===== config.mk =====
export PLATFORM = sky130hd
export DESIGN_NAME = pwg_top
export DESIGN_NICKNAME = d
export VERILOG_FILES = /design/src/rtl/pwg_pkg.sv /design/src/rtl/pwg_sync.sv /design/src/rtl/pwg_div.sv /design/src/rtl/pwg_top.sv
export SDC_FILE = /design/constraint.sdc
export NUM_CORES = 2
export LEC_CHECK = 0
export BUFFER_PORTS_ARGS = -buffer_cell sky130_fd_sc_hd__buf_4
export CAP_MARGIN = 20
export CORE_MARGIN = 8
export CORE_UTILIZATION = 44
export DETAILED_ROUTE_END_ITERATION = 7
export PLACE_DENSITY = 0.65
export SYNTH_ARGS = -nofsm -noshare
export SYNTH_HDL_FRONTEND = slang
export SYNTH_SLANG_ARGS = --single-unit

===== constraint.sdc =====
create_clock -name core_clk -period 31.8 [get_ports core_clk]
set_clock_uncertainty 0.15 [all_clocks]
set_input_delay 0 -clock core_clk [delete_from_list [all_inputs] [get_ports core_clk]]
set_output_delay 0 -clock core_clk [all_outputs]
set_load 0.01 [all_outputs]

===== src/rtl/pwg_pkg.sv =====
// Purpose: shared constants and types of the pulse waveform generator
// Assumes: 40 MHz core clock, all times held as counts of 25 ns ticks
// Notes: long counts are only defaults here; the top module exposes them
`default_nettype none

package pwg_pkg;

  // widths
  localparam int TW = 37;
  localparam int DUW = 7;
  localparam int AW = 6;
  localparam int BW = 32;
  localparam int HW = TW - BW;
  localparam int NW = TW + DUW;

  // clock period and documented times in ns
  localparam longint CLK_NS = 64'h19;
  localparam longint PER_MIN_NS = 64'hC8;
  localparam longint PER_MAX_NS = 64'h1D1A94A2000;
  localparam longint PER_DEF_NS = 64'hF4240;
  localparam longint WID_DEF_NS = 64'h7A120;
  localparam longint WMIN0_NS = 64'h28;
  localparam longint WMIN1_NS = 64'hC8;
  localparam longint WMIN2_NS = 64'h7D0;
  localparam longint WMIN3_NS = 64'h4E20;
  localparam longint TIER1_NS = 64'h2540BE400;
  localparam longint TIER2_NS = 64'h174876E800;
  localparam longint TIER3_NS = 64'hE8D4A51000;

  // tick counts: least times round up, longest times round down
  localparam logic [TW-1:0] PER_MIN_CYC = TW'((PER_MIN_NS + CLK_NS - 1) / CLK_NS);
  localparam logic [TW-1:0] PER_MAX_CYC_D = TW'(PER_MAX_NS / CLK_NS);
  localparam logic [TW-1:0] PER_DEF_CYC_D = TW'(PER_DEF_NS / CLK_NS);
  localparam logic [TW-1:0] WID_DEF_CYC_D = TW'(WID_DEF_NS / CLK_NS);
  localparam logic [TW-1:0] WMIN0_CYC = TW'((WMIN0_NS + CLK_NS - 1) / CLK_NS);
  localparam logic [TW-1:0] WMIN1_CYC = TW'((WMIN1_NS + CLK_NS - 1) / CLK_NS);
  localparam logic [TW-1:0] WMIN2_CYC = TW'((WMIN2_NS + CLK_NS - 1) / CLK_NS);
  localparam logic [TW-1:0] WMIN3_CYC = TW'((WMIN3_NS + CLK_NS - 1) / CLK_NS);
  localparam logic [TW-1:0] TIER1_CYC_D = TW'(TIER1_NS / CLK_NS);
  localparam logic [TW-1:0] TIER2_CYC_D = TW'(TIER2_NS / CLK_NS);
  localparam logic [TW-1:0] TIER3_CYC_D = TW'(TIER3_NS / CLK_NS);

  // duty cycle in whole percent
  localparam logic [DUW-1:0] DUTY_DEF = 7'h32;
  localparam logic [DUW-1:0] DUTY_LO = 7'h01;
  localparam logic [DUW-1:0] DUTY_HI = 7'h63;
  localparam logic [DUW-1:0] PCT = 7'h64;

  // register byte offsets
  localparam logic [AW-1:0] REG_CTRL = 6'h00;
  localparam logic [AW-1:0] REG_STAT = 6'h04;
  localparam logic [AW-1:0] REG_PER_LO = 6'h08;
  localparam logic [AW-1:0] REG_PER_HI = 6'h0C;
  localparam logic [AW-1:0] REG_WID_LO = 6'h10;
  localparam logic [AW-1:0] REG_WID_HI = 6'h14;
  localparam logic [AW-1:0] REG_DUTY = 6'h18;
  localparam logic [AW-1:0] REG_IRQ_STAT = 6'h1C;
  localparam logic [AW-1:0] REG_IRQ_MASK = 6'h20;
  localparam logic [AW-1:0] REG_WMIN = 6'h24;

  // field positions
  localparam int CTRL_EN_BIT = 0;
  localparam int CTRL_APPLY_BIT = 1;
  localparam int ST_GATE_BIT = 0;
  localparam int ST_BUSY_BIT = 1;
  localparam int ST_OVL_BIT = 2;
  localparam int IRQ_W = 3;
  localparam int IRQ_OVL_BIT = 0;
  localparam int IRQ_ADJ_BIT = 1;
  localparam int IRQ_DONE_BIT = 2;

  typedef enum logic [1:0] {
    UPD_IDLE = 2'h0,
    UPD_DIV1 = 2'h1,
    UPD_CLAMP = 2'h3,
    UPD_DIV2 = 2'h2
  } pwg_upd_t;

endpackage

`default_nettype wire


===== src/rtl/pwg_sync.sv =====
// Purpose: two-stage synchroniser for a level arriving from a pin
// Assumes: input is asynchronous to core_clk
// Notes: the first stage feeds only the second
`default_nettype none

module pwg_sync (
  // clock and reset
  input wire logic core_clk,
  input wire logic reset,
  // level in and out
  input wire logic async_in,
  output logic sync_out
);

  logic meta_r;
  logic sync_r;

  always_ff @(posedge core_clk) begin
    if (reset) begin
      meta_r <= 1'b0;
      sync_r <= 1'b0;
    end else begin
      meta_r <= async_in;
      sync_r <= meta_r;
    end
  end

  assign sync_out = sync_r;

endmodule

`default_nettype wire


===== src/rtl/pwg_div.sv =====
// Purpose: sequential restoring divider, one quotient bit per clock
// Assumes: denominator nonzero; start only while not busy
// Notes: done pulses one cycle, NUM_W cycles after start
`default_nettype none

module pwg_div #(
  parameter int NUM_W = 44,
  parameter int DEN_W = 37
) (
  // clock and reset
  input wire logic core_clk,
  input wire logic reset,
  // request
  input wire logic start,
  input wire logic [NUM_W-1:0] numer,
  input wire logic [DEN_W-1:0] denom,
  // answer
  output logic done,
  output logic [NUM_W-1:0] quot
);

  localparam int CW = $clog2(NUM_W + 1);

  logic [DEN_W-1:0] rem_r;
  logic [DEN_W-1:0] den_r;
  logic [NUM_W-1:0] quo_r;
  logic [CW-1:0] cnt_r;
  logic run_r;
  logic done_r;
  logic [DEN_W:0] shift_val;
  logic fits;

  assign shift_val = {rem_r, quo_r[NUM_W-1]};
  assign fits = shift_val >= {1'b0, den_r};

  always_ff @(posedge core_clk) begin
    if (reset) begin
      rem_r <= '0;
      den_r <= '0;
      quo_r <= '0;
      cnt_r <= '0;
      run_r <= 1'b0;
      done_r <= 1'b0;
    end else begin
      done_r <= 1'b0;
      if (start) begin
        rem_r <= '0;
        den_r <= denom;
        quo_r <= numer;
        cnt_r <= CW'(NUM_W);
        run_r <= 1'b1;
      end else if (run_r) begin
        rem_r <= fits ? DEN_W'(shift_val - {1'b0, den_r}) : DEN_W'(shift_val);
        quo_r <= {quo_r[NUM_W-2:0], fits};
        cnt_r <= cnt_r - CW'(1);
        if (cnt_r == CW'(1)) begin
          run_r <= 1'b0;
          done_r <= 1'b1;
        end
      end
    end
  end

  assign done = done_r;
  assign quot = quo_r;

endmodule

`default_nettype wire


===== src/rtl/pwg_top.sv =====
// Purpose: pulse timing core with output gate, register port and interrupt
// Assumes: one 40 MHz clock, synchronous active-high reset, overload pin async
// Notes: period and width in 25 ns ticks; duty in whole percent
//
// The plain strobed port and the address map were left to the implementer.
`default_nettype none

// Contract
// - output gate is off after reset until software enables it
// - overload forces the gate off; re-enable needs overload gone plus new enable
// - apply command commits the staged period and forces the gate on
// - period clamps to 200 ns .. 2000 s, default 1 ms
// - a new period readjusts the stored width to stay legal
// - width spans rising output edge to following falling edge
// - width spans 40 ns to below 2000 s, default 500 us
// - minimum width steps 40 ns, 200 ns, 2 us, 20 us with period
// - width never exceeds period minus the minimum width
// - duty is 100 times width over period, kept within 1..99, default 50
// - duty clamped between minimum width and period minus minimum, as percent
module pwg_top
  import pwg_pkg::*;
#(
  parameter logic [TW-1:0] PER_MAX_CYC = PER_MAX_CYC_D,
  parameter logic [TW-1:0] PER_DEF_CYC = PER_DEF_CYC_D,
  parameter logic [TW-1:0] WID_DEF_CYC = WID_DEF_CYC_D,
  parameter logic [TW-1:0] TIER1_CYC = TIER1_CYC_D,
  parameter logic [TW-1:0] TIER2_CYC = TIER2_CYC_D,
  parameter logic [TW-1:0] TIER3_CYC = TIER3_CYC_D
) (
  // clock and reset
  input wire logic core_clk,
  input wire logic reset,
  // register port
  input wire logic [AW-1:0] addr,
  input wire logic [BW-1:0] wr_data,
  input wire logic wr_en,
  input wire logic rd_en,
  output logic [BW-1:0] rd_data,
  // output connector
  input wire logic ovl_in,
  output logic pulse_out,
  output logic gate_on,
  // interrupt
  output logic irq
);

  // overload synchroniser
  logic ovl_s;
  logic ovl_d_r;

  // gate
  logic gate_r;

  // settings
  pwg_upd_t state_r;
  logic [TW-1:0] per_r;
  logic [TW-1:0] wid_r;
  logic [DUW-1:0] duty_r;
  logic [TW-1:0] per_stage_r;
  logic [TW-1:0] wid_stage_r;
  logic [TW-1:0] wid_cand_r;

  // divider
  logic div_start_r;
  logic [NW-1:0] div_num_r;
  logic [TW-1:0] div_den_r;
  logic div_done;
  logic [NW-1:0] div_quot;

  // interrupt and read path
  logic [IRQ_W-1:0] irq_stat_r;
  logic [IRQ_W-1:0] irq_mask_r;
  logic irq_r;
  logic [BW-1:0] rd_data_r;
  logic [BW-1:0] rd_mux;

  // pulse generator
  logic [TW-1:0] cnt_r;
  logic [TW-1:0] act_per_r;
  logic [TW-1:0] act_wid_r;
  logic pulse_r;

  // decodes and combinational helpers
  logic upd_idle;
  logic ctrl_wr;
  logic apply_cmd;
  logic per_lo_wr;
  logic per_cmd;
  logic wid_cmd;
  logic duty_cmd;
  logic [TW-1:0] per_new;
  logic [TW-1:0] per_clamped;
  logic [TW-1:0] wmin;
  logic [TW-1:0] wid_max;
  logic [TW-1:0] wid_clamped;
  logic [DUW-1:0] duty_in;
  logic [DUW-1:0] duty_clamped;
  logic [DUW-1:0] duty_res;
  logic ovl_ev;
  logic adj_ev;
  logic done_ev;
  logic [IRQ_W-1:0] irq_ev;

  pwg_sync u_ovl_sync (
    .core_clk(core_clk),
    .reset(reset),
    .async_in(ovl_in),
    .sync_out(ovl_s)
  );

  pwg_div #(
    .NUM_W(NW),
    .DEN_W(TW)
  ) u_div (
    .core_clk(core_clk),
    .reset(reset),
    .start(div_start_r),
    .numer(div_num_r),
    .denom(div_den_r),
    .done(div_done),
    .quot(div_quot)
  );

  // register decodes
  assign upd_idle = state_r == UPD_IDLE;
  assign ctrl_wr = wr_en && addr == REG_CTRL;
  assign apply_cmd = ctrl_wr && wr_data[CTRL_APPLY_BIT];
  assign per_lo_wr = wr_en && addr == REG_PER_LO;
  // settings writes landing while an update is running are dropped
  assign per_cmd = upd_idle && (per_lo_wr || apply_cmd);
  assign wid_cmd = upd_idle && wr_en && addr == REG_WID_LO;
  assign duty_cmd = upd_idle && wr_en && addr == REG_DUTY;
  assign per_new = per_lo_wr ? {per_stage_r[TW-1:BW], wr_data} : per_stage_r;

  // period range
  always_comb begin
    if (per_new < PER_MIN_CYC) begin
      per_clamped = PER_MIN_CYC;
    end else if (per_new > PER_MAX_CYC) begin
      per_clamped = PER_MAX_CYC;
    end else begin
      per_clamped = per_new;
    end
  end

  // minimum width steps with the period in force
  always_comb begin
    if (per_r <= TIER1_CYC) begin
      wmin = WMIN0_CYC;
    end else if (per_r <= TIER2_CYC) begin
      wmin = WMIN1_CYC;
    end else if (per_r <= TIER3_CYC) begin
      wmin = WMIN2_CYC;
    end else begin
      wmin = WMIN3_CYC;
    end
  end

  // width window; the low phase never drops under the minimum either
  assign wid_max = per_r - wmin;
  always_comb begin
    if (wid_cand_r < wmin) begin
      wid_clamped = wmin;
    end else if (wid_cand_r > wid_max) begin
      wid_clamped = wid_max;
    end else begin
      wid_clamped = wid_cand_r;
    end
  end

  // duty written by software and duty recomputed from width
  assign duty_in = wr_data[DUW-1:0];
  always_comb begin
    if (wr_data > BW'(DUTY_HI)) begin
      duty_clamped = DUTY_HI;
    end else if (duty_in < DUTY_LO) begin
      duty_clamped = DUTY_LO;
    end else begin
      duty_clamped = duty_in;
    end
  end
  // truncated percent can read 0 at long periods, so it is held to 1..99
  always_comb begin
    if (div_quot < NW'(DUTY_LO)) begin
      duty_res = DUTY_LO;
    end else if (div_quot > NW'(DUTY_HI)) begin
      duty_res = DUTY_HI;
    end else begin
      duty_res = div_quot[DUW-1:0];
    end
  end

  // overload edge detect
  always_ff @(posedge core_clk) begin
    if (reset) begin
      ovl_d_r <= 1'b0;
    end else begin
      ovl_d_r <= ovl_s;
    end
  end

  // output gate
  always_ff @(posedge core_clk) begin
    if (reset) begin
      gate_r <= 1'b0;
    end else if (ovl_s) begin
      gate_r <= 1'b0;
    end else if (apply_cmd) begin
      gate_r <= 1'b1;
    end else if (ctrl_wr) begin
      gate_r <= wr_data[CTRL_EN_BIT];
    end
  end

  // staging halves of period and width
  always_ff @(posedge core_clk) begin
    if (reset) begin
      per_stage_r <= PER_DEF_CYC;
      wid_stage_r <= WID_DEF_CYC;
    end else if (wr_en) begin
      if (addr == REG_PER_HI) begin
        per_stage_r[TW-1:BW] <= wr_data[HW-1:0];
      end
      if (addr == REG_PER_LO) begin
        per_stage_r[BW-1:0] <= wr_data;
      end
      if (addr == REG_WID_HI) begin
        wid_stage_r[TW-1:BW] <= wr_data[HW-1:0];
      end
      if (addr == REG_WID_LO) begin
        wid_stage_r[BW-1:0] <= wr_data;
      end
    end
  end

  // settings update sequence
  always_ff @(posedge core_clk) begin
    if (reset) begin
      state_r <= UPD_IDLE;
      per_r <= PER_DEF_CYC;
      wid_r <= WID_DEF_CYC;
      duty_r <= DUTY_DEF;
      wid_cand_r <= WID_DEF_CYC;
      div_start_r <= 1'b0;
      div_num_r <= '0;
      div_den_r <= PER_DEF_CYC;
    end else begin
      div_start_r <= 1'b0;
      case (state_r)
        UPD_IDLE: begin
          if (per_cmd) begin
            per_r <= per_clamped;
            wid_cand_r <= wid_r;
            state_r <= UPD_CLAMP;
          end else if (wid_cmd) begin
            wid_cand_r <= {wid_stage_r[TW-1:BW], wr_data};
            state_r <= UPD_CLAMP;
          end else if (duty_cmd) begin
            div_num_r <= NW'(per_r) * NW'(duty_clamped);
            div_den_r <= TW'(PCT);
            div_start_r <= 1'b1;
            state_r <= UPD_DIV1;
          end
        end
        UPD_DIV1: begin
          if (div_done) begin
            wid_cand_r <= div_quot[TW-1:0];
            state_r <= UPD_CLAMP;
          end
        end
        UPD_CLAMP: begin
          wid_r <= wid_clamped;
          div_num_r <= NW'(wid_clamped) * NW'(PCT);
          div_den_r <= per_r;
          div_start_r <= 1'b1;
          state_r <= UPD_DIV2;
        end
        UPD_DIV2: begin
          if (div_done) begin
            duty_r <= duty_res;
            state_r <= UPD_IDLE;
          end
        end
        default: begin
          state_r <= UPD_IDLE;
        end
      endcase
    end
  end

  // interrupt events
  assign ovl_ev = ovl_s && !ovl_d_r;
  assign adj_ev = (per_cmd && per_clamped != per_new)
               || (duty_cmd && duty_clamped != duty_in)
               || (state_r == UPD_CLAMP && wid_clamped != wid_cand_r);
  assign done_ev = state_r == UPD_DIV2 && div_done;
  always_comb begin
    irq_ev = '0;
    irq_ev[IRQ_OVL_BIT] = ovl_ev;
    irq_ev[IRQ_ADJ_BIT] = adj_ev;
    irq_ev[IRQ_DONE_BIT] = done_ev;
  end

  // sticky status, write one to clear; a new event beats the clear
  always_ff @(posedge core_clk) begin
    if (reset) begin
      irq_stat_r <= '0;
    end else if (wr_en && addr == REG_IRQ_STAT) begin
      irq_stat_r <= (irq_stat_r & ~wr_data[IRQ_W-1:0]) | irq_ev;
    end else begin
      irq_stat_r <= irq_stat_r | irq_ev;
    end
  end

  always_ff @(posedge core_clk) begin
    if (reset) begin
      irq_mask_r <= '0;
    end else if (wr_en && addr == REG_IRQ_MASK) begin
      irq_mask_r <= wr_data[IRQ_W-1:0];
    end
  end

  always_ff @(posedge core_clk) begin
    if (reset) begin
      irq_r <= 1'b0;
    end else begin
      irq_r <= |(irq_stat_r & irq_mask_r);
    end
  end

  // read mux; unmapped offsets read zero
  always_comb begin
    rd_mux = '0;
    case (addr)
      REG_CTRL: rd_mux[CTRL_EN_BIT] = gate_r;
      REG_STAT: begin
        rd_mux[ST_GATE_BIT] = gate_r;
        rd_mux[ST_BUSY_BIT] = !upd_idle;
        rd_mux[ST_OVL_BIT] = ovl_s;
      end
      REG_PER_LO: rd_mux = per_r[BW-1:0];
      REG_PER_HI: rd_mux[HW-1:0] = per_r[TW-1:BW];
      REG_WID_LO: rd_mux = wid_r[BW-1:0];
      REG_WID_HI: rd_mux[HW-1:0] = wid_r[TW-1:BW];
      REG_DUTY: rd_mux[DUW-1:0] = duty_r;
      REG_IRQ_STAT: rd_mux[IRQ_W-1:0] = irq_stat_r;
      REG_IRQ_MASK: rd_mux[IRQ_W-1:0] = irq_mask_r;
      REG_WMIN: rd_mux = wmin[BW-1:0];
      default: rd_mux = '0;
    endcase
  end

  // read data stand only in the cycle after the strobe
  always_ff @(posedge core_clk) begin
    if (reset) begin
      rd_data_r <= '0;
    end else if (rd_en) begin
      rd_data_r <= rd_mux;
    end else begin
      rd_data_r <= '0;
    end
  end

  // pulse counter; new settings are taken at a period boundary so that
  // no runt pulse is produced, at the cost of up to one period of delay
  always_ff @(posedge core_clk) begin
    if (reset) begin
      cnt_r <= '0;
      act_per_r <= PER_DEF_CYC;
      act_wid_r <= WID_DEF_CYC;
    end else if (!gate_r || cnt_r == act_per_r - TW'(1)) begin
      cnt_r <= '0;
      if (upd_idle) begin
        act_per_r <= per_r;
        act_wid_r <= wid_r;
      end
    end else begin
      cnt_r <= cnt_r + TW'(1);
    end
  end

  // high from the rising edge for exactly the width count
  always_ff @(posedge core_clk) begin
    if (reset) begin
      pulse_r <= 1'b0;
    end else begin
      pulse_r <= gate_r && cnt_r < act_wid_r;
    end
  end

  assign rd_data = rd_data_r;
  assign pulse_out = pulse_r;
  assign gate_on = gate_r;
  assign irq = irq_r;

endmodule

`default_nettype wire


==> run_results.csv <==
group,metric,value,unit
clock_tree,cts_resized,0,
synthesis,yosysMostFrequentCell,"nand2_1",
sta,finalWorstSetupSlack,18.85,ns
global_route,grt_pass1_vias,36700,
synthesis,syn_area_per_cell,7.97,µm²
clock_tree,clkTransAtPathRegs,0.06,ns
synthesis,synth_top_area_share,25.6,%
synthesis,ys_ff_latch,525,
die,die_area,0.103,mm²
global_route,antenna_found_initial,6,
clock_tree,htree_levels,2,
sta,worstMarginPinSlew,1.04,ns
worst_setup_path,crit_type,"register to register",
placed_design,io_buffers,77,
detailed_routing,vias,38300,
worst_setup_path,r2r-start,"per_r[23]$_SDFFE_PP0P_",
clock_tree,worstSkewPairLatency,0.68,ns
worst_setup_path,crit_path_end_kind,"register",
clock_tree,clkSinkCount,525,
cells_and_area,layout.nets,5678,
worst_setup_path,cp-start-kind,"register",
sta,period_needed,12.95,ns
sta,fin_setup_tns,0,ns
worst_setup_path,crit_top_cell,"ha_1",
clock_tree,cts_buffers,61,
clock_tree,cts_tree,"built",
clock_tree,cts_max_path_buffers,3,
synthesis,synth_edf_count,0,
worst_setup_path,cp.arrival,13.35,ns
clock_tree,cts_setup_buffers,0,
die,die_h,321,µm
die,start_util,44.2,%
clock_tree,cts_hold_buf,67,
min_path,min_path_cells,4,
die,die_width,321,µm
synthesis,synth_area_leader_cell,"dfxtp_1",
worst_setup_path,slowest_stage,"a21oi_1",
detailed_routing,drt_iter0_markers,4183,
placed_design,gp_congestion,1.02,
global_route,grt_overflow,0,
synthesis,synth-async-reset-ratio,0,%
sta,max-slew-margin-rel,29.8,%
sta,hold_viol_final,0,
synthesis,syn-cell-area,0.0410,mm²
placed_design,pre_cts_slack,19.14,ns
sta,max_freq,77.2,MHz
worst_setup_path,path_buf_inv,5,
worst_setup_path,critPathMaxStageDelay,0.66,ns
sta,setup_viol,0,
detailed_routing,drc,2,
synthesis,yosysWarnings,0,
synthesis,synth_area_leaders,"dfxtp_1 26%, fa_1 10%, ha_1 9.4%",
run_status,violations,"design-rule violations",
synthesis,ys_types,85,
clock_tree,ctsRootBufferMaster,"clkbuf_16",
detailed_routing,drt_wl_total,154,mm
min_path,hold_class,"input pin to register",
global_route,grt_use_total,29.1,%
worst_setup_path,critPathLaunch,"per_r[23]$_SDFFE_PP0P_",
cells_and_area,utilization,49.0,%
min_path,worstHoldStart,"wr_data[11]",
die,ioPinCount,78,
detailed_routing,vias_per_cell,5.96,
global_route,grt_pass1_wl,232,mm
detailed_routing,antenna_left,0,
synthesis,synth_ff_type,"dfxtp_1",
worst_setup_path,cp_max_fo,40,
worst_setup_path,reg2regPathDepth,39,
global_route,grt_max_degree,175,
worst_setup_path,r2r-end,"div_num_r[41]$_SDFFE_PP0P_",
placed_design,place_hpwl,113,mm
sta,rsz0062_at_grt,"no",
die,core_area,0.0928,mm²
sta,period_share,40.7,%
run,drv_cap,0,
detailed_routing,dr.pass1.iters,8,
synthesis,synth_nets,5704,
min_path,whs_endpoint,"per_stage_r[11]$_SDFFE_PP1P_",
synthesis,ys_top_cells_by_count,"628 x nand2_1, 577 x nor2_1, 525 x dfxtp_1, 438 x inv_1, 345 x a21oi_1",
worst_setup_path,rrSetupSlack,18.85,ns
sta,drv_slew,0,
die,num_rows,112,
synthesis,yosysSeqAreaShare,25.6,%
cells_and_area,drive_gt1_share,6.48,%
synthesis,synthCells,5145,
run_status,status,"complete, but fails checks",
worst_setup_path,crit_family,"simple AND/OR/NAND/NOR gates",
detailed_routing,drt-wirelength-per-cell,24.0,µm
cells_and_area,area_delta_synth_final,11.0,%
worst_setup_path,crit_required,32.20,ns
## metrics by stage
stage / area (µm²) / hold WS [ns] / cells
6_report: 45500 / 0.0477 / 6422
5_1_grt: 45500 / 0.0655 / 6421
4_1_cts: 45500 / 0.00938 / 6419
3_5_place_dp: 42600 / 0.0654 / 6241
3_3_place_gp: 42600 / 0.0643 / 6240
2_1_floorplan: 41000 / -0.0218 / 5145
## metal layers
layer  wire [µm]  up-vias  track usage (%)
li1            -    17600                -
met1       64400    18300             39.3
met2       63000     1916             42.4
met3       17500      428             7.95
met4        9280        8             14.6
met5          46        -                0
## worst register-to-register path: cells and delay by family (launching register included)
family                     cells  cell delay, ns
DFF                            1            0.56
buffers and inverters          5            0.69
and+or+nand+nor               12            4.62
xor gates and xnor gates       1            0.22
muxes                          1            0.23
AOI/OAI and AO/OA             14            4.34
adders and majority gates      6            2.01
## area by class of cell
type / instances / area, µm²
tap: 1254 / 1570
timing repair buffer: 237 / 1970
sequential: 525 / 10500
clock buffer: 77 / 1700
clock inverter: 34 / 490
multi-input combinational: 3853 / 27600
fill: 8974 / 47300
antenna: 1 / 2.50
inverter: 441 / 1660
## cell families (layout without fill, tap and decap cells)
kind of cell             after synthesis  count (layout)  synth area share [%]
AO/OA/AOI/OAI                       1050            1050                  16.7
XOR/XNOR                             211             211                  4.51
adder cells (fa/ha/maj)              516             516                  19.5
buffers and inverters                767             789                  7.20
flip-flops                           525             525                  25.6
multiplexers                         266             266                  6.51
other                                  0               1                     0
AND/OR/NAND/NOR                     1810            1810                  19.9
## placed cells by master (no fill, tap or decap), types with 28 or more instances in the layout
| master | instances |
|---|---|
| nand2_1 | 626 |
| nor2_1 | 576 |
| dfxtp_1 | 523 |
| inv_1 | 436 |
| a21oi_1 | 344 |
| ha_1 | 307 |
| mux2i_1 | 261 |
| fa_1 | 207 |
| o21ai_0 | 167 |
| buf_4 | 165 |
| nand3_1 | 124 |
| xnor2_1 | 123 |
| a211oi_1 | 103 |
| nor3_1 | 100 |
| xor2_1 | 88 |
| a21o_1 | 78 |
| dlygate4sd3_1 | 67 |
| nor4_1 | 66 |
| clkbuf_16 | 62 |
| nand4_1 | 54 |
| nor2b_1 | 53 |
| a22oi_1 | 43 |
| a31oi_1 | 41 |
| and3_1 | 34 |
| o211ai_1 | 30 |
| or4_1 | 29 |
| or3_1 | 28 |
## registers in the layout, summed over array words and instances, names as in the netlist, 3 cells and up
signal	cells
act_per_r	37
rd_data	32
per_r	37
wid_r	37
u_div.rem_r	37
act_wid_r	37
per_stage_r	37
u_div.quot	44
div_num_r	44
div_den_r	37
u_div.cnt_r	6
wid_stage_r	5
irq_mask_r	3
cnt_r	37
duty_r	7
irq_stat_r	3
wid_cand_r	37
u_div.den_r	37
## worst max path at each step
stage / to / slack [ns] / cells past startpoint
2_1_floorplan: div_num_r[35]$_SDFFE_PP0P_ / 21.05 / 41
3_3_place_gp: div_num_r[41]$_SDFFE_PP0P_ / 19.24 / 38
3_5_place_dp: div_num_r[41]$_SDFFE_PP0P_ / 19.14 / 39
4_1_cts: div_num_r[41]$_SDFFE_PP0P_ / 19.08 / 39
5_1_grt: div_num_r[41]$_SDFFE_PP0P_ / 18.11 / 39
6_report: div_num_r[41]$_SDFFE_PP0P_ / 18.85 / 39
Power is not shown: default switching activity piles up to over one toggle a cycle in this logic, so the estimate is an artifact.
